`config.mk`:
```
export PLATFORM = sky130hd
export DESIGN_NAME = amt_ctrl
export DESIGN_NICKNAME = d
export VERILOG_FILES = /design/src/hw/amt_pkg.sv /design/src/hw/amt_fifo.sv /design/src/hw/amt_ctrl.sv
export SDC_FILE = /design/constraint.sdc
export NUM_CORES = 1
export LEC_CHECK = 0
export BUFFER_PORTS_ARGS = -buffer_cell sky130_fd_sc_hd__buf_2
export CAP_MARGIN = 20
export CORE_MARGIN = 3
export CORE_UTILIZATION = 39
export CTS_CLUSTER_SIZE = 40
export DETAILED_ROUTE_END_ITERATION = 10
export SLEW_MARGIN = 20
export SYNTH_ARGS = -nofsm -noshare
export SYNTH_HDL_FRONTEND = slang
export SYNTH_SLANG_ARGS = --single-unit
```
`constraint.sdc`:
```
create_clock -name aclk -period 3 [get_ports aclk]
set_input_delay 0.45 -clock aclk [delete_from_list [all_inputs] [get_ports aclk]]
set_output_delay 0.45 -clock aclk [all_outputs]
set_load 0.01 [all_outputs]
```
`src/hw/amt_pkg.sv`:
```
package amt_pkg;
  // ----------------------------------------------------------------
  // memory kinds and timing defaults
  // ----------------------------------------------------------------
  typedef enum logic [1:0] {AMT_SRAM, AMT_FLASH, AMT_PAGE_FLASH, AMT_PSRAM} amt_mem_kind_t;

  localparam int AMT_READ_SELECT_TO_VALID_PS = 15000;
  localparam int AMT_READ_ADDR_TO_VALID_PS = 15000;
  localparam int AMT_PAGE_ACCESS_PS = 25000;
  localparam int AMT_SELECT_HIGH_TO_HIZ_PS = 7000;
  localparam int AMT_OUTPUT_HIGH_TO_HIZ_PS = 7000;
  localparam int AMT_WRITE_CYCLE_PS = 15000;
  localparam int AMT_WRITE_PULSE_PS = 12000;
  localparam int AMT_WRITE_PHASE_PS = 12000;
  localparam int AMT_WRITE_HIGH_TO_LOWZ_PS = 0;
  localparam int AMT_WRITE_RECOVERY_PS = 27000;
  localparam int AMT_BUS_CLOCK_PERIOD_PS = 10000;
  localparam int AMT_ACLK_PERIOD_PS = 40000;

  // ----------------------------------------------------------------
  // register map (byte addresses)
  // ----------------------------------------------------------------
  localparam logic [7:0] AMT_ADDR_CTRL = 8'h00;
  localparam logic [7:0] AMT_ADDR_ADDR = 8'h04;
  localparam logic [7:0] AMT_ADDR_WDATA = 8'h08;
  localparam logic [7:0] AMT_ADDR_RDATA = 8'h0c;
  localparam logic [7:0] AMT_ADDR_STATUS = 8'h10;
  localparam int AMT_CTRL_LAST_BIT = 0;
  localparam int AMT_CTRL_READ_BIT = 1;
  localparam int AMT_CTRL_PAGE_BIT = 2;
  localparam int AMT_STAT_BUSY_BIT = 0;
  localparam int AMT_STAT_RVALID_BIT = 1;
  localparam int AMT_STAT_FULL_BIT = 2;
  localparam int AMT_STAT_EMPTY_BIT = 3;
  localparam logic [1:0] AMT_RESP_OKAY = 2'b00;
  localparam logic [1:0] AMT_RESP_SLVERR = 2'b10;
  localparam int AMT_FIFO_DEPTH = 4;

  // one memory request as it waits in the fifo
  typedef struct packed {
    logic read;
    logic last;
    logic page;
    logic [23:0] addr;
    logic [15:0] data;
  } amt_req_t;
endpackage

```
`src/hw/amt_fifo.sv`:
```
`timescale 1ns/1ps
module amt_fifo #(
  parameter int WIDTH = 16,
  parameter int DEPTH = 4
) (
  input wire logic aclk, // clock
  input wire logic aresetn, // sync reset, low
  input wire logic [WIDTH-1:0] in_data, // fill side data
  input wire logic in_valid, // fill side valid
  output logic in_ready, // not full
  output logic [WIDTH-1:0] out_data, // drain side data
  output logic out_valid, // not empty
  input wire logic out_ready // drain side ready
);
  localparam int AW = (DEPTH > 1) ? $clog2(DEPTH) : 1;
  initial begin
    if (DEPTH < 2 || (DEPTH & (DEPTH - 1)) != 0) $error("amt_fifo depth must be power of two");
  end

  logic [WIDTH-1:0] mem [DEPTH];
  logic [AW:0] wr_ptr_reg;
  logic [AW:0] rd_ptr_reg;
  logic push;
  logic pop;

  // ----------------------------------------------------------------
  // flags
  // ----------------------------------------------------------------
  assign in_ready = (wr_ptr_reg - rd_ptr_reg) != (AW + 1)'(DEPTH);
  assign out_valid = wr_ptr_reg != rd_ptr_reg;
  assign push = in_valid && in_ready;
  assign pop = out_valid && out_ready;
  assign out_data = mem[rd_ptr_reg[AW-1:0]];

  // storage
  always_ff @(posedge aclk) begin
    if (push) begin
      mem[wr_ptr_reg[AW-1:0]] <= in_data;
    end
  end

  // pointers
  always_ff @(posedge aclk) begin
    if (!aresetn) begin
      wr_ptr_reg <= '0;
      rd_ptr_reg <= '0;
    end else begin
      if (push) wr_ptr_reg <= wr_ptr_reg + 1'b1;
      if (pop) rd_ptr_reg <= rd_ptr_reg + 1'b1;
    end
  end
endmodule // amt_fifo

```
`src/hw/amt_ctrl.sv`:
```
`timescale 1ns/1ps
// Operation
// - wait select-to-valid before read data, async only
// - wait address-to-valid before sampling read data
// - page access time for page-mode flash reads
// - select-high to high-z gap after reads
// - output-high to high-z gap after reads
// - hold chip select low for write cycle
// - hold write enable low for pulse width
// - write phase sets idle cycles between writes
// - zero phase still gives one idle cycle
// - write-high to low-z gap before read
// - recovery idle cycles after burst last write, none for sram
// - counters scaled by bus clock period parameter
module amt_ctrl import amt_pkg::*; #(
  parameter amt_mem_kind_t MEM_KIND = AMT_FLASH,
  parameter int ADDR_W = 24,
  parameter int DATA_W = 16,
  parameter int FIFO_DEPTH = amt_pkg::AMT_FIFO_DEPTH,
  parameter int BUS_CLOCK_PERIOD_PS = amt_pkg::AMT_BUS_CLOCK_PERIOD_PS,
  parameter int READ_SELECT_TO_VALID_PS = amt_pkg::AMT_READ_SELECT_TO_VALID_PS,
  parameter int READ_ADDR_TO_VALID_PS = amt_pkg::AMT_READ_ADDR_TO_VALID_PS,
  parameter int PAGE_ACCESS_PS = amt_pkg::AMT_PAGE_ACCESS_PS,
  parameter int SELECT_HIGH_TO_HIZ_PS = amt_pkg::AMT_SELECT_HIGH_TO_HIZ_PS,
  parameter int OUTPUT_HIGH_TO_HIZ_PS = amt_pkg::AMT_OUTPUT_HIGH_TO_HIZ_PS,
  parameter int WRITE_CYCLE_PS = amt_pkg::AMT_WRITE_CYCLE_PS,
  parameter int WRITE_PULSE_PS = amt_pkg::AMT_WRITE_PULSE_PS,
  parameter int WRITE_PHASE_PS = amt_pkg::AMT_WRITE_PHASE_PS,
  parameter int WRITE_HIGH_TO_LOWZ_PS = amt_pkg::AMT_WRITE_HIGH_TO_LOWZ_PS,
  parameter int WRITE_RECOVERY_PS = amt_pkg::AMT_WRITE_RECOVERY_PS
) (
  input wire logic aclk, // clock, one period is BUS_CLOCK_PERIOD_PS
  input wire logic aresetn, // sync reset, low
  input wire logic [7:0] s_axi_awaddr, // write address
  input wire logic s_axi_awvalid, // write address valid
  output logic s_axi_awready, // write address ready
  input wire logic [31:0] s_axi_wdata, // write data
  input wire logic [3:0] s_axi_wstrb, // byte strobes
  input wire logic s_axi_wvalid, // write data valid
  output logic s_axi_wready, // write data ready
  output logic [1:0] s_axi_bresp, // write response
  output logic s_axi_bvalid, // write response valid
  input wire logic s_axi_bready, // write response ready
  input wire logic [7:0] s_axi_araddr, // read address
  input wire logic s_axi_arvalid, // read address valid
  output logic s_axi_arready, // read address ready
  output logic [31:0] s_axi_rdata, // read data
  output logic [1:0] s_axi_rresp, // read response
  output logic s_axi_rvalid, // read data valid
  input wire logic s_axi_rready, // read data ready
  output logic mem_chip_select_n, // memory chip select, low
  output logic mem_write_n, // memory write enable, low
  output logic mem_output_n, // memory output enable, low
  output logic [ADDR_W-1:0] mem_addr, // memory address
  output logic [DATA_W-1:0] mem_dq_o, // data to memory
  output logic mem_dq_oe_n, // data drive enable, low drives
  input wire logic [DATA_W-1:0] mem_dq_i // data from memory
);
  // ----------------------------------------------------------------
  // cycle counts, rounded up, fixed at elaboration
  // ----------------------------------------------------------------
  function automatic int cyc(input int ps);
    return (ps + BUS_CLOCK_PERIOD_PS - 1) / BUS_CLOCK_PERIOD_PS;
  endfunction
  function automatic int max2(input int a, input int b);
    return (a > b) ? a : b;
  endfunction
  // only asynchronous memory kinds are served by this engine
  localparam bit IS_ASYNC = 1'b1;
  localparam int RD_CYC = max2(1, max2(cyc(READ_SELECT_TO_VALID_PS),
    cyc(READ_ADDR_TO_VALID_PS)));
  localparam int PG_CYC = max2(1, cyc(PAGE_ACCESS_PS));
  localparam int HZ_CYC = max2(cyc(SELECT_HIGH_TO_HIZ_PS),
    cyc(OUTPUT_HIGH_TO_HIZ_PS));
  localparam int WP_CYC = max2(1, cyc(WRITE_PULSE_PS));
  localparam int WC_CYC = max2(WP_CYC, cyc(WRITE_CYCLE_PS));
  localparam int PH_CYC = max2(1, cyc(WRITE_PHASE_PS));
  localparam int LZ_CYC = cyc(WRITE_HIGH_TO_LOWZ_PS);
  localparam int REC_CYC = (MEM_KIND == AMT_SRAM) ? 0 : cyc(WRITE_RECOVERY_PS);
  localparam int CNT_W = 16;

  // refuse parameter sets that the carrier cannot serve or whose read, write, page or recovery counts overflow the counters
  initial begin
    if (BUS_CLOCK_PERIOD_PS <= 0) $error("bus clock period must be positive");
    if (ADDR_W < 4 || DATA_W < 1) $error("address too narrow for page compare");
    if (ADDR_W > 24 || DATA_W > 16) $error("address or data too wide for carrier");
    if (MEM_KIND != AMT_PAGE_FLASH && PAGE_ACCESS_PS != AMT_PAGE_ACCESS_PS)
      $error("page access time only for page-mode flash");
    if (max2(max2(RD_CYC, WC_CYC), max2(REC_CYC, PG_CYC)) >= 65536) $error("count too large");
    if (!IS_ASYNC) $error("async memory only");
  end

  // ----------------------------------------------------------------
  // sequencer state and held request
  // ----------------------------------------------------------------
  typedef enum logic [2:0] {ST_IDLE, ST_WRITE, ST_WGAP, ST_READ, ST_RHIZ} amt_state_t;

  amt_state_t state_reg;
  logic [CNT_W-1:0] cnt_reg;
  logic [CNT_W-1:0] gap_reg;
  logic last_rd_page_reg;
  logic [ADDR_W-1:0] last_rd_addr_reg;
  logic [DATA_W-1:0] rdata_reg;
  logic rdata_valid_reg;
  logic ctrl_last_reg;
  logic ctrl_page_reg;
  logic [23:0] addr_reg;
  logic aw_held_reg;
  logic w_held_reg;
  logic [7:0] awaddr_reg;
  logic [31:0] wdata_reg;
  logic [3:0] wstrb_reg;
  amt_req_t push_req;
  logic push_valid;
  logic push_ready;
  amt_req_t pop_req;
  logic pop_valid;
  logic pop_ready;
  logic wr_fire;
  logic in_page;

  // ----------------------------------------------------------------
  // request fifo
  // ----------------------------------------------------------------
  amt_fifo #(.WIDTH($bits(amt_req_t)), .DEPTH(FIFO_DEPTH)) u_fifo (
    .aclk(aclk),
    .aresetn(aresetn),
    .in_data(push_req),
    .in_valid(push_valid),
    .in_ready(push_ready),
    .out_data(pop_req),
    .out_valid(pop_valid),
    .out_ready(pop_ready)
  );

  // ----------------------------------------------------------------
  // axi4-lite write side
  // ----------------------------------------------------------------
  assign wr_fire = aw_held_reg && w_held_reg && !s_axi_bvalid;
  // writes to wdata wait for fifo room, so back-pressure reaches the master
  assign push_valid = wr_fire && awaddr_reg == AMT_ADDR_WDATA;
  // request word built from the held write
  always_comb begin
    push_req = '0;
    push_req.read = wdata_reg[31];
    push_req.last = ctrl_last_reg;
    push_req.page = ctrl_page_reg;
    push_req.addr = addr_reg;
    push_req.data = wdata_reg[15:0];
    if (ctrl_page_reg == 1'b0) push_req.page = 1'b0;
  end

  // address and data capture, either order
  always_ff @(posedge aclk) begin
    if (!aresetn) begin
      aw_held_reg <= 1'b0;
      w_held_reg <= 1'b0;
      s_axi_awready <= 1'b0;
      s_axi_wready <= 1'b0;
      awaddr_reg <= 8'h00;
      wdata_reg <= 32'h00000000;
      wstrb_reg <= 4'h0;
    end else begin
      s_axi_awready <= !aw_held_reg && !s_axi_awready;
      s_axi_wready <= !w_held_reg && !s_axi_wready;
      if (s_axi_awvalid && s_axi_awready) begin
        aw_held_reg <= 1'b1;
        awaddr_reg <= s_axi_awaddr;
        s_axi_awready <= 1'b0;
      end
      if (s_axi_wvalid && s_axi_wready) begin
        w_held_reg <= 1'b1;
        wdata_reg <= s_axi_wdata;
        wstrb_reg <= s_axi_wstrb;
        s_axi_wready <= 1'b0;
      end
      if (wr_fire && (!push_valid || push_ready)) begin
        aw_held_reg <= 1'b0;
        w_held_reg <= 1'b0;
      end
    end
  end

  // control and address registers, response
  always_ff @(posedge aclk) begin
    if (!aresetn) begin
      ctrl_last_reg <= 1'b1;
      ctrl_page_reg <= 1'b0;
      addr_reg <= 24'h000000;
      s_axi_bvalid <= 1'b0;
      s_axi_bresp <= AMT_RESP_OKAY;
    end else begin
      if (s_axi_bvalid && s_axi_bready) s_axi_bvalid <= 1'b0;
      if (wr_fire && (!push_valid || push_ready)) begin
        s_axi_bvalid <= 1'b1;
        s_axi_bresp <= AMT_RESP_OKAY;
        unique case (awaddr_reg)
          AMT_ADDR_CTRL: begin
            if (wstrb_reg[0]) begin
              ctrl_last_reg <= wdata_reg[AMT_CTRL_LAST_BIT];
              ctrl_page_reg <= wdata_reg[AMT_CTRL_PAGE_BIT] && MEM_KIND == AMT_PAGE_FLASH;
            end
          end
          AMT_ADDR_ADDR: begin
            if (wstrb_reg[0]) addr_reg[7:0] <= wdata_reg[7:0];
            if (wstrb_reg[1]) addr_reg[15:8] <= wdata_reg[15:8];
            if (wstrb_reg[2]) addr_reg[23:16] <= wdata_reg[23:16];
          end
          AMT_ADDR_WDATA: addr_reg <= addr_reg + 24'h000001;
          default: s_axi_bresp <= AMT_RESP_SLVERR;
        endcase
      end
    end
  end

  // ----------------------------------------------------------------
  // axi4-lite read side
  // ----------------------------------------------------------------
  // address decode, answer one cycle after the address is taken
  always_ff @(posedge aclk) begin
    if (!aresetn) begin
      s_axi_arready <= 1'b0;
      s_axi_rvalid <= 1'b0;
      s_axi_rdata <= 32'h00000000;
      s_axi_rresp <= AMT_RESP_OKAY;
    end else begin
      s_axi_arready <= !s_axi_rvalid && !s_axi_arready && !s_axi_arvalid ? 1'b1 : 1'b0;
      if (!s_axi_rvalid && !s_axi_arready) s_axi_arready <= 1'b1;
      if (s_axi_rvalid && s_axi_rready) s_axi_rvalid <= 1'b0;
      if (s_axi_arvalid && s_axi_arready) begin
        s_axi_arready <= 1'b0;
        s_axi_rvalid <= 1'b1;
        s_axi_rresp <= AMT_RESP_OKAY;
        s_axi_rdata <= 32'h00000000;
        unique case (s_axi_araddr)
          AMT_ADDR_CTRL: begin
            s_axi_rdata[AMT_CTRL_LAST_BIT] <= ctrl_last_reg;
            s_axi_rdata[AMT_CTRL_PAGE_BIT] <= ctrl_page_reg;
          end
          AMT_ADDR_ADDR: s_axi_rdata[23:0] <= addr_reg;
          AMT_ADDR_RDATA: s_axi_rdata[DATA_W-1:0] <= rdata_reg;
          AMT_ADDR_STATUS: begin
            s_axi_rdata[AMT_STAT_BUSY_BIT] <= state_reg != ST_IDLE || pop_valid;
            s_axi_rdata[AMT_STAT_RVALID_BIT] <= rdata_valid_reg;
            s_axi_rdata[AMT_STAT_FULL_BIT] <= !push_ready;
            s_axi_rdata[AMT_STAT_EMPTY_BIT] <= !pop_valid;
          end
          default: s_axi_rresp <= AMT_RESP_SLVERR;
        endcase
      end
    end
  end

  // ----------------------------------------------------------------
  // memory timing engine
  // ----------------------------------------------------------------
  // fifo is drained only when idle and the gap has run out
  assign pop_ready = state_reg == ST_IDLE && gap_reg == '0;
  assign in_page = pop_req.page && last_rd_page_reg &&
    pop_req.addr[ADDR_W-1:3] == last_rd_addr_reg[ADDR_W-1:3];

  // read-result flag; a finishing read wins over a clear in the same cycle
  always_ff @(posedge aclk) begin
    if (!aresetn) begin
      rdata_valid_reg <= 1'b0;
    end else if (state_reg == ST_READ && cnt_reg == CNT_W'(1)) begin
      rdata_valid_reg <= 1'b1;
    end else if (s_axi_arvalid && s_axi_arready && s_axi_araddr == AMT_ADDR_RDATA) begin
      rdata_valid_reg <= 1'b0;
    end
  end

  // access sequencer: select, strobes and idle gaps
  always_ff @(posedge aclk) begin
    if (!aresetn) begin
      state_reg <= ST_IDLE;
      cnt_reg <= '0;
      gap_reg <= '0;
      mem_chip_select_n <= 1'b1;
      mem_write_n <= 1'b1;
      mem_output_n <= 1'b1;
      mem_dq_oe_n <= 1'b1;
      mem_addr <= '0;
      mem_dq_o <= '0;
      rdata_reg <= '0;
      last_rd_page_reg <= 1'b0;
      last_rd_addr_reg <= '0;
    end else begin
      unique case (state_reg)
        ST_IDLE: begin
          if (gap_reg != '0) begin
            gap_reg <= gap_reg - 1'b1; // idle cycles between accesses
          end else if (pop_valid) begin
            mem_addr <= pop_req.addr[ADDR_W-1:0];
            mem_chip_select_n <= 1'b0;
            if (pop_req.read) begin
              mem_output_n <= 1'b0;
              mem_dq_oe_n <= 1'b1;
              cnt_reg <= in_page ? CNT_W'(PG_CYC) : CNT_W'(RD_CYC);
              last_rd_addr_reg <= pop_req.addr[ADDR_W-1:0];
              last_rd_page_reg <= pop_req.page;
              state_reg <= ST_READ;
            end else begin
              mem_write_n <= 1'b0;
              mem_dq_oe_n <= 1'b0;
              mem_dq_o <= pop_req.data[DATA_W-1:0];
              cnt_reg <= CNT_W'(WC_CYC);
              last_rd_page_reg <= 1'b0;
              gap_reg <= pop_req.last ? CNT_W'(max2(max2(PH_CYC, LZ_CYC), REC_CYC))
                                      : CNT_W'(max2(PH_CYC, LZ_CYC));
              state_reg <= ST_WRITE;
            end
          end
        end
        ST_WRITE: begin
          cnt_reg <= cnt_reg - 1'b1;
          if (cnt_reg == CNT_W'(WC_CYC - WP_CYC + 1)) mem_write_n <= 1'b1;
          if (cnt_reg == CNT_W'(1)) begin
            mem_chip_select_n <= 1'b1;
            mem_write_n <= 1'b1;
            mem_dq_oe_n <= 1'b1;
            gap_reg <= gap_reg - 1'b1;
            state_reg <= ST_IDLE;
          end
        end
        ST_READ: begin
          cnt_reg <= cnt_reg - 1'b1;
          if (cnt_reg == CNT_W'(1)) begin
            rdata_reg <= mem_dq_i; // sample after access time
            mem_chip_select_n <= 1'b1;
            mem_output_n <= 1'b1;
            gap_reg <= CNT_W'(HZ_CYC);
            state_reg <= ST_IDLE;
          end
        end
        default: state_reg <= ST_IDLE;
      endcase
    end
  end
endmodule // amt_ctrl

```
=== Yosys cells after proc, flatten, opt, wreduce, memory -nomap -nowiden ===
Memory sizes are Yosys's and may differ from the RTL's. A register that Yosys moved wholly into a read port is not among the register bits.
Cells that the tools add are included.

* Add/sub/neg operators: 6
* Eq/ne operators: 23
* Muxes and demuxes: 58
* Bitwise gates (word level): 3
* Reductions and logical operators: 69

{| class="wikitable"
|+ Operators by type and width
! kind !! count
|-
| $mux W16 || 7
|-
| $pmux W16 S3 || 1
|-
| $pmux W24 S2 || 1
|-
| $mux W8 || 4
|-
| $pmux W16 S2 || 1
|-
| $sub A16 B1 Y16 const B || 2
|-
| $mux W1 || 26
|-
| $add A24 B1 Y24 const B || 1
|-
| $pmux W12 S2 || 1
|-
| $eq A21 B21 Y1 || 1
|-
| $reduce_and A3 Y1 || 7
|-
| $logic_and A1 B1 Y1 || 19
|-
| $eq A16 B1 Y1 const B || 1
|-
| $eq A8 B3 Y1 const B || 2
|-
| $eq A8 B4 Y1 const B || 2
|-
| $logic_not A16 Y1 || 1
|-
| $logic_not A8 Y1 || 2
|-
| $ne A2 B2 Y1 const B || 8
|-
| $reduce_and A4 Y1 || 4
|-
| $reduce_bool A16 Y1 || 1
|-
| $reduce_and A5 Y1 || 3
|-
| $reduce_bool A2 Y1 || 7
|-
| $logic_not A1 Y1 || 11
|-
| $mux W2 || 5
|-
| other kinds (23) || 41
|}

* Flip-flop bits (word level): 230
* RAM bits: 168
* Output and inout port bits: 85
* Word-level logic and storage cells: 192
* Memories kept: 1

{| class="wikitable"
|+ Memory list
! memory !! words !! width !! read ports !! clocked after Yosys merged registers in !! wr ports !! line !! source
|-
| u_fifo.mem || 4 || 42 || 1 || 1 || 1 || amt_fifo.sv:20 || <nowiki>logic [WIDTH-1:0] mem [DEPTH];</nowiki>
|}

=== Logic depth before layout (Yosys ltp) ===
Gate-level depths: netlist (run 1).

* Word-level depth: 7
* Depth in mapped cells: 9

=== Cells and area by module ===
A second synthesis (run 1) with hierarchy kept.

* Cells, all modules: 1415
* Area total of the unflattened synthesis: 15882.7 um^2

{| class="wikitable"
|+ Modules (own cells, without submodules)
! module !! instances !! cells an instance !! area an instance (um^2) !! sequential area each (um^2)
|-
| amt_ctrl || 1 || 1139 || 9201.3 || 4224.1
|-
| amt_fifo || 1 || 276 || 6681.4 || 5325.1
|}

=== Worst setup path after synthesis (run 1) ===
Ideal clock, no wire load.

* Path kind: register to register
* Start point: register awaddr_reg[2]
* End point: memory u_fifo.mem[3][0] (netlist name), enable pin
* Library setup time: 396 ps
* Data arrival time: 2408 ps
* Required time: 2604 ps
* Setup slack: 196 ps
* Cell stages (with the launch flop): 7
* Period minus slack after synthesis: 2804 ps
* Path through: dfxtp_1 > nor4b_1 > and2_1 > clkbuf_1 > clkbuf_1 > o2111ai_1 > inv_1

* Word-level cells in the longest chain between the ends: 5

{| class="wikitable"
|+ RTL lines
! item !! line !! source
|-
| start, declared || amt_ctrl.sv:110 || <nowiki>logic [7:0] awaddr_reg;</nowiki>
|-
| start signal, assigned || amt_ctrl.sv:168 || <nowiki>awaddr_reg <= s_axi_awaddr;</nowiki>
|-
| $eq A8 B4 Y1 || amt_ctrl.sv:141 || <nowiki>assign push_valid = wr_fire && awaddr_reg == AMT_ADDR_WDATA;</nowiki>
|-
| $logic_and A1 B1 Y1 || amt_ctrl.sv:141 ||
|-
| $logic_and A1 B1 Y1 || amt_fifo.sv:31 || <nowiki>assign push = in_valid && in_ready;</nowiki>
|-
| $mux W1 || amt_fifo.sv:37 || <nowiki>if (push) begin</nowiki>
|-
| $mux W1 (implied by the code) || amt_fifo.sv:38 || <nowiki>mem[wr_ptr_reg[AW-1:0]] <= in_data;</nowiki>
|-
| end, declared || amt_fifo.sv:20 ||
|}

No other way between the ends.

=== Worst setup path after layout (run 1) ===
* Start point: register gap_reg[5]
* End point: register cnt_reg[12]

* Word-level cells in the longest chain between the ends: 3

{| class="wikitable"
|+ RTL lines
! item !! line !! source
|-
| start, declared || amt_ctrl.sv:100 || <nowiki>logic [CNT_W-1:0] gap_reg;</nowiki>
|-
| start signal, assigned || amt_ctrl.sv:292 || <nowiki>gap_reg <= gap_reg - 1'b1;</nowiki>
|-
| start signal, assigned || amt_ctrl.sv:309 || <nowiki>gap_reg <= pop_req.last ? CNT_W'(max2(max2(PH_CYC, LZ_CYC), REC_CYC))</nowiki>
|-
| start signal, assigned || amt_ctrl.sv:322 || <nowiki>gap_reg <= gap_reg - 1'b1;</nowiki>
|-
| $reduce_bool A16 Y1 || amt_ctrl.sv:291 || <nowiki>if (gap_reg != '0) begin</nowiki>
|-
| $ne A2 B2 Y1 (no source line) || n/a ||
|-
| $reduce_and A3 Y1 (no source line) || n/a ||
|-
| end signal, assigned || amt_ctrl.sv:299 || <nowiki>cnt_reg <= in_page ? CNT_W'(PG_CYC) : CNT_W'(RD_CYC);</nowiki>
|-
| end signal, assigned || amt_ctrl.sv:307 || <nowiki>cnt_reg <= CNT_W'(WC_CYC);</nowiki>
|-
| end signal, assigned || amt_ctrl.sv:316 || <nowiki>cnt_reg <= cnt_reg - 1'b1;</nowiki>
|-
| end, declared || amt_ctrl.sv:99 || <nowiki>logic [CNT_W-1:0] cnt_reg;</nowiki>
|}

No other way between the ends.
A chain may end at the register's enable or synchronous reset.

==> impl_metrics.sql, run 1 <==
INSERT INTO impl_metrics (metric_group, metric, value, unit) VALUES
('logic_synthesis', 'post_synth_main_area_contributors', 'sky130_fd_sc_hd__edfxtp_1 (34%), sky130_fd_sc_hd__dfxtp_1 (27%), sky130_fd_sc_hd__mux4_2 (6.4%), sky130_fd_sc_hd__nand2_1 (5.8%), sky130_fd_sc_hd__a21oi_1 (5.1%)', ''),
('worst_setup_path', 'timing.critical_path.from', 'gap_reg[5]$_SDFFE_PN0P_', ''),
('sta', 'rsz_0062_raised_after_global_routing', 'false', ''),
('routing', 'drt_drc_violations_left', '0', ''),
('layout', 'net_count_of_the_finished_layout', '1515', ''),
('global_route', 'global_route.usage.total', '18.6', '%'),
('sta', 'fmaxAchievable', '380', 'MHz'),
('worst_setup_path', 'data_required_time_at_the_worst_endpoint', '3.44', 'ns'),
('placed_design', 'gpl.final_weighted_congestion', '0.811', ''),
('placed_design', 'post-place-cells', '1890', ''),
('layout', 'layout_cell_area_excl_fill', '0.0174', 'mm2'),
('routing', 'routedWlPerCell', '19.4', 'um'),
('logic_synthesis', 'yosysTopAreaCell', 'sky130_fd_sc_hd__edfxtp_1', ''),
('clock_network', 'cts.repair.resized', '0', ''),
('sta', 'finalCritPeriodShare', '87.8', '%'),
('clock_network', 'insertion_delay', '0.53', 'ns'),
('layout', 'insertedDiodeCount', '0', ''),
('routing', 'drt-total-wl', '38.2', 'mm'),
('clock_network', 'numClockSinks', '365', ''),
('global_route', 'grt_first_pass_wirelength', '59.9', 'mm'),
('clock_network', 'cts.path.max_buffers', '3', ''),
('sta', 'max-slew-margin-rel', '30.9', '%'),
('routing', 'final_antenna_net_count', '0', ''),
('global_route', 'vias_in_the_first_global_route', '10668', ''),
('worst_setup_path', 'critPathMaxFanout', '13', ''),
('placed_design', 'place_ws', '0.349', 'ns'),
('clock_network', 'numCtsBuffers', '39', ''),
('sta', 'hold_violations', '0', ''),
('placed_design', 'post_dp_cell_area', '0.0161', 'mm2'),
('logic_synthesis', 'yosys.cell_count.top_type', 'sky130_fd_sc_hd__nand2_1', ''),
('sta', 'fin_hold_ws', '0.155', 'ns'),
('clock_network', 'tritoncts', 'done', ''),
('worst_setup_path', 'worstSetupEndpointType', 'flip-flop', ''),
('min_path', 'min-delay-start', 'mem_dq_i[8]', ''),
('routing', 'drt-pass1-iter-count', '5', ''),
('worst_setup_path', 'worst-endpoint-arrival', '3.08', 'ns'),
('flow_run', 'timing.max_cap.violations', '0', ''),
('logic_synthesis', 'synth_edf_count', '168', ''),
('run_status', 'status', 'completed', ''),
('logic_synthesis', 'netlist.area_leader.share', '34.2', '%'),
('routing', 'drt_iter0_markers', '912', ''),
('floorplan', 'core.rowCount', '70', ''),
('power', 'p_int', '8670', 'uW'),
('power', 'sequentialPowerShare', '47.4', '%'),
('logic_synthesis', 'yosys_register_bits', '365', ''),
('logic_synthesis', 'synthesized_netlist_cell_count', '1283', ''),
('sta', 'worst-slew-pin-transition', '1.04', 'ns'),
('routing', 'vias_per_cell', '5.44', ''),
('placed_design', 'dp_hpwl', '25.6', 'mm'),
('sta', 'timing_max_transition_violations_final', '0', ''),
('worst_setup_path', 'setup.reg_to_reg.worst_slack', '0.37', 'ns'),
('min_path', 'hold-path-cell-count', '3', ''),
('floorplan', 'core_region_area', '0.0370', 'mm2'),
('worst_setup_path', 'regToRegEndpoint', 'cnt_reg[12]$_SDFFE_PN0P_', ''),
('clock_network', 'cts.htree.levels', '2', ''),
('clock_network', 'cts_hold_buf', '0', ''),
('layout', 'fraction_of_final_layout_cells_sized_beyond_drive_strength_1', '22.8', '%'),
('power', 'power.switching_fraction', '24.6', '%'),
('worst_setup_path', 'worst_setup_path_start_kind', 'flip-flop', ''),
('floorplan', 'dieHeight', '200', 'um'),
('layout', 'layout_overhead_on_the_synthesized_area', '18.3', '%'),
('clock_network', 'worst_setup_hold_path_clk_slew', '0.06', 'ns'),
('global_route', 'grt_overflow', '0', ''),
('floorplan', 'die_area', '0.0402', 'mm2'),
('routing', 'vias_after_detailed_routing', '10670', ''),
('global_route', 'antenna_found_initial', '1', ''),
('logic_synthesis', 'syn-cell-area', '0.0147', 'mm2'),
('global_route', 'grt_start_max_net_pins', '73', ''),
('sta', 'final_critical_path_setup_slack', '0.366', 'ns'),
('logic_synthesis', 'yosys_warnings', '0', ''),
('worst_setup_path', 'worst-r2r-cell-count', '5', '');
-- kinds of logic after synthesis --
logic type | after synthesis | synth area share [%]
fa+ha+maj | 12 | 1.02
xor+xnor | 7 | 0.416
buf+inv | 105 | 3.11
other cells | 1 | 0.0254
simple gates | 458 | 15.0
compound gates | 285 | 12.5
flops | 365 | 60.9
mux | 50 | 6.98
-- cell usage in the layout, fill, tap and decap left out, types with 5 or more instances in the layout --
cell	n
sky130_fd_sc_hd__nand2_1	227
sky130_fd_sc_hd__dfxtp_1	195
sky130_fd_sc_hd__edfxtp_1	168
sky130_fd_sc_hd__a21oi_1	150
sky130_fd_sc_hd__buf_2	141
sky130_fd_sc_hd__nor2_1	77
sky130_fd_sc_hd__mux4_2	42
sky130_fd_sc_hd__clkbuf_16	41
sky130_fd_sc_hd__buf_4	39
sky130_fd_sc_hd__nand3_1	21
sky130_fd_sc_hd__or3_1	19
sky130_fd_sc_hd__o31ai_1	19
sky130_fd_sc_hd__or4_1	18
sky130_fd_sc_hd__a22oi_1	17
sky130_fd_sc_hd__nor3_1	16
sky130_fd_sc_hd__o21ai_0	15
sky130_fd_sc_hd__inv_1	14
sky130_fd_sc_hd__a222oi_1	12
sky130_fd_sc_hd__ha_1	12
sky130_fd_sc_hd__nand4_1	11
sky130_fd_sc_hd__conb_1	10
sky130_fd_sc_hd__and3_1	8
sky130_fd_sc_hd__o32ai_1	8
sky130_fd_sc_hd__o22ai_1	8
sky130_fd_sc_hd__clkbuf_1	8
sky130_fd_sc_hd__nand2b_1	7
sky130_fd_sc_hd__nor4_1	7
sky130_fd_sc_hd__o221a_2	7
sky130_fd_sc_hd__or4_4	6
sky130_fd_sc_hd__clkinv_2	6
sky130_fd_sc_hd__mux2i_1	5
sky130_fd_sc_hd__a31oi_1	5
sky130_fd_sc_hd__buf_12	5
-- metrics by stage --
step | util, % | total power, uW
floorplan | - | 6420
global placement | 43.6 | 6700
detailed placement | 43.6 | 6740
CTS | 47.2 | 11600
global route | 47.2 | 11900
finish | 47.2 | 11500
-- per-layer routing --
| layer | vias to the layer above | share of wire, % | global-route usage [%] |
|---|---|---|---|
| li1 | 5063 | - | - |
| met1 | 5234 | 43 | 24.5 |
| met2 | 307 | 49 | 32.2 |
| met3 | 64 | 5.3 | 2.98 |
| met4 | 2 | 2.4 | 5.07 |
| met5 | - | 0.026 | 0 |
-- how the worst max path moves through the flow --
stage	slack, ns	depth (start not counted)	endpoint
detailed placement	0.35	5	cnt_reg[15]$_SDFFE_PN0P_
CTS	0.35	5	cnt_reg[15]$_SDFFE_PN0P_
finish	0.37	5	cnt_reg[12]$_SDFFE_PN0P_
global route	0.17	5	cnt_reg[14]$_SDFFE_PN0P_
floorplan	0.20	6	u_fifo.mem[3][0]$_DFFE_PP_
global placement	0.37	5	cnt_reg[11]$_SDFFE_PN0P_
-- critical path: stages, from the launching register on --
cell	delay, ns
sky130_fd_sc_hd__dfxtp_1	0.34
sky130_fd_sc_hd__or4_4	0.59
sky130_fd_sc_hd__nor4b_4	0.47
sky130_fd_sc_hd__a32oi_1	0.47
sky130_fd_sc_hd__or4_1	0.53
sky130_fd_sc_hd__a21oi_1	0.15
-- layout make-up --
| class | count | area [um2] |
|---|---|---|
| clock inverter | 19 | 201 |
| tap | 504 | 631 |
| sequential | 365 | 8990 |
| multi-input combinational | 822 | 5360 |
| timing repair buffer | 185 | 1100 |
| inverter | 15 | 58.8 |
| clock buffer | 53 | 1110 |
| fill | 3440 | 19500 |
-- power groups by stage --
stage	Combinational (uW)	Sequential, uW	Clock [uW]
global placement	1150	5550	0
detailed placement	1180	5550	0
CTS	1190	5450	4950
floorplan	927	5500	0
global route	1320	5470	5160
finish	1190	5450	4860
Note: power is estimated with default switching activity, not from simulation.
==> run 2, diff against run 1 <==
--- a/config.mk
+++ b/config.mk
@@ -7,10 +7,13 @@
 export LEC_CHECK = 0
 export BUFFER_PORTS_ARGS = -buffer_cell sky130_fd_sc_hd__buf_2
 export CAP_MARGIN = 20
+export CELL_PAD_IN_SITES_DETAIL_PLACEMENT = 1
+export CELL_PAD_IN_SITES_GLOBAL_PLACEMENT = 2
 export CORE_MARGIN = 3
-export CORE_UTILIZATION = 39
+export CORE_UTILIZATION = 35
 export CTS_CLUSTER_SIZE = 40
 export DETAILED_ROUTE_END_ITERATION = 10
+export PLACE_DENSITY_LB_ADDON = 0.1
 export SLEW_MARGIN = 20
 export SYNTH_ARGS = -nofsm -noshare
 export SYNTH_HDL_FRONTEND = slang
==> impl_metrics.sql, run 2 (synthesis gave the netlist of run 1 again) <==
INSERT INTO impl_metrics (metric_group, metric, value, unit) VALUES
('min_path', 'holdCritPathClass', 'in -> reg', ''),
('floorplan', 'core_region_area', '0.0412', 'mm2'),
('routing', 'routedWlPerCell', '21.1', 'um'),
('worst_setup_path', 'critical_path.cell_chain', 'or4_1 > or4_1 > nor3_2 > a211o_1 > buf_4 > a21oi_1', ''),
('floorplan', 'die_area', '0.0446', 'mm2'),
('routing', 'drt-pass1-iter-count', '6', ''),
('routing', 'final_antenna_net_count', '0', ''),
('clock_network', 'cts_hold_buf', '0', ''),
('routing', 'vias_after_detailed_routing', '10681', ''),
('routing', 'drt-total-wl', '42.1', 'mm'),
('worst_setup_path', 'timing.setup.critical_path_class', 'reg -> reg', ''),
('worst_setup_path', 'cp_top_family', 'simple AND/OR/NAND/NOR gates', ''),
('sta', 'hold_violations', '0', ''),
('sta', 'timing_max_transition_violations_final', '0', ''),
('floorplan', 'die_x', '211', 'um'),
('sta', 'fmaxAchievable', '391', 'MHz'),
('clock_network', 'cts.repair.resized', '0', ''),
('power', 'power.density_cell_area', '670', 'mW/mm2'),
('worst_setup_path', 'cp_slowest_cell', 'sky130_fd_sc_hd__or4_1', ''),
('global_route', 'grt_start_max_net_pins', '142', ''),
('worst_setup_path', 'cp_common_cell', 'sky130_fd_sc_hd__or4_1', ''),
('floorplan', 'dieHeight', '211', 'um'),
('sta', 'worst-slew-pin-transition', '0.919', 'ns'),
('global_route', 'grt_first_pass_wirelength', '65.8', 'mm'),
('run_status', 'status', 'completed', ''),
('layout', 'commonest_non_fill_non_tap_cell_in_the_layout', 'sky130_fd_sc_hd__nand2_1', ''),
('worst_setup_path', 'worstSetupEndpointType', 'flip-flop', ''),
('routing', 'drt_drc_violations_left', '0', ''),
('layout', 'insertedDiodeCount', '0', ''),
('clock_network', 'worst_setup_hold_path_clk_slew', '0.06', 'ns'),
('global_route', 'grt_overflow', '0', ''),
('worst_setup_path', 'worst_setup_path_start_kind', 'flip-flop', ''),
('clock_network', 'ctsRootBufferMaster', 'sky130_fd_sc_hd__clkbuf_16', ''),
('layout', 'largest_register_ffs', '168', ''),
('placed_design', 'io_buffer_count', '141', ''),
('sta', 'rsz_0062_raised_after_global_routing', 'false', ''),
('sta', 'finalClockSkew', '0.0163', 'ns'),
('power', 'p_leak', '0.00629', 'uW'),
('clock_network', 'post-cts-setup-buffer-count', '0', ''),
('worst_setup_path', 'data_required_time_at_the_worst_endpoint', '3.44', 'ns'),
('clock_network', 'tritoncts', 'done', ''),
('sta', 'fin_setup_tns', '0', 'ns'),
('clock_network', 'numClockSinks', '365', ''),
('global_route', 'global_route.usage.total', '19.0', '%'),
('routing', 'vias_per_cell', '5.35', ''),
('sta', 'finalCritPeriodShare', '85.2', '%'),
('worst_setup_path', 'critPathMaxStageDelay', '0.77', 'ns'),
('floorplan', 'core.rowCount', '74', ''),
('worst_setup_path', 'worst-endpoint-arrival', '2.99', 'ns'),
('global_route', 'vias_in_the_first_global_route', '11064', ''),
('power', 'vdd_drop_max', '0.361', 'mV'),
('floorplan', 'boundaryPins', '160', ''),
('clock_network', 'cts.path.max_buffers', '3', ''),
('sta', 'layout_min_cycle_time', '2.56', 'ns'),
('clock_network', 'numCtsBuffers', '42', ''),
('clock_network', 'cts.htree.levels', '2', ''),
('clock_network', 'insertion_delay', '0.56', 'ns'),
('layout', 'fraction_of_final_layout_cells_sized_beyond_drive_strength_1', '22.7', '%'),
('sta', 'finalSetupViolCount', '0', ''),
('layout', 'net_count_of_the_finished_layout', '1519', ''),
('layout', 'layout_overhead_on_the_synthesized_area', '18.7', '%'),
('layout', 'instances_no_fill', '1998', ''),
('placed_design', 'gpl.final_weighted_congestion', '0.758', ''),
('floorplan', 'initial_core_util', '35.8', '%'),
('flow_run', 'timing.max_cap.violations', '0', ''),
('sta', 'max-slew-margin-rel', '38.7', '%'),
('placed_design', 'dp_hpwl', '27.5', 'mm'),
('routing', 'drt_iter0_markers', '680', ''),
('worst_setup_path', 'number_of_buffer_and_inverter_instances_along_the_worst_setup_path', '1', ''),
('layout', 'most-common-layout-cells', 'sky130_fd_sc_hd__nand2_1 (227), sky130_fd_sc_hd__dfxtp_1 (195), sky130_fd_sc_hd__edfxtp_1 (168)', ''),
('placed_design', 'post-place-cells', '1920', ''),
('worst_setup_path', 'critPathMaxFanout', '14', ''),
('global_route', 'antenna_found_initial', '2', '');
==> run 2: worst register-to-register path: cells and delay by family (launching register included) <==
family / cells / cell delay [ns]
AOI/OAI and AO/OA: 2 / 0.23
buffers and inverters: 1 / 0.22
DFF: 1 / 0.35
and+or+nand+nor: 3 / 1.64
==> run 2: report_power, final <==
part / switching, uW / internal [uW] / total, uW
clock network: 2070 / 2950 / 5020
logic: 738 / 518 / 1260
registers: 155 / 5300 / 5460
total: 2960 / 8770 / 11700
==> run 2: stage by stage <==
stage               util [%]  instance area [um2]  hold slack (ns)  total power (uW)  worst slack, ns
floorplan                  -                14800            0.426              6420            0.196
global placement        39.2                16200            0.436              6790            0.497
detailed placement      39.2                16200            0.442              6820            0.455
CTS                     42.5                17500           0.0960             11900            0.443
global route            42.5                17500            0.115             12300            0.266
finish                  42.5                17500            0.130             11700            0.445
==> run 2: cell type report <==
cell class | count | area (um2)
fill | 4486 | 23700
sequential | 365 | 8990
multi-input combinational | 822 | 5360
clock buffer | 62 | 1200
timing repair buffer | 186 | 1080
tap | 532 | 666
clock inverter | 16 | 148
inverter | 15 | 58.8
==> run 2: per-layer routing <==
| metal | GRT usage, % | wire (um) | vias up |
|---|---|---|---|
| li1 | - | - | 5068 |
| met1 | 27.7 | 20900 | 5364 |
| met2 | 29.3 | 18700 | 196 |
| met3 | 3.28 | 1690 | 49 |
| met4 | 5.33 | 833 | 4 |
| met5 | 0 | 16 | - |
==> run 2: path summary, 6_finish.rpt <==
check                                               from                         to  slack, ns  depth (start not counted)
worst min register to register  mem_dq_o[2]$_SDFFE_PN0P_   mem_dq_o[2]$_SDFFE_PN0P_       0.45                          2
worst max register to register  gap_reg[10]$_SDFFE_PN0P_    gap_reg[2]$_SDFFE_PN0P_       0.44                          6
worst max-delay path            gap_reg[10]$_SDFFE_PN0P_    gap_reg[2]$_SDFFE_PN0P_       0.44                          6
worst min-delay path                         mem_dq_i[8]  rdata_reg[8]$_SDFFE_PN0P_       0.13                          3
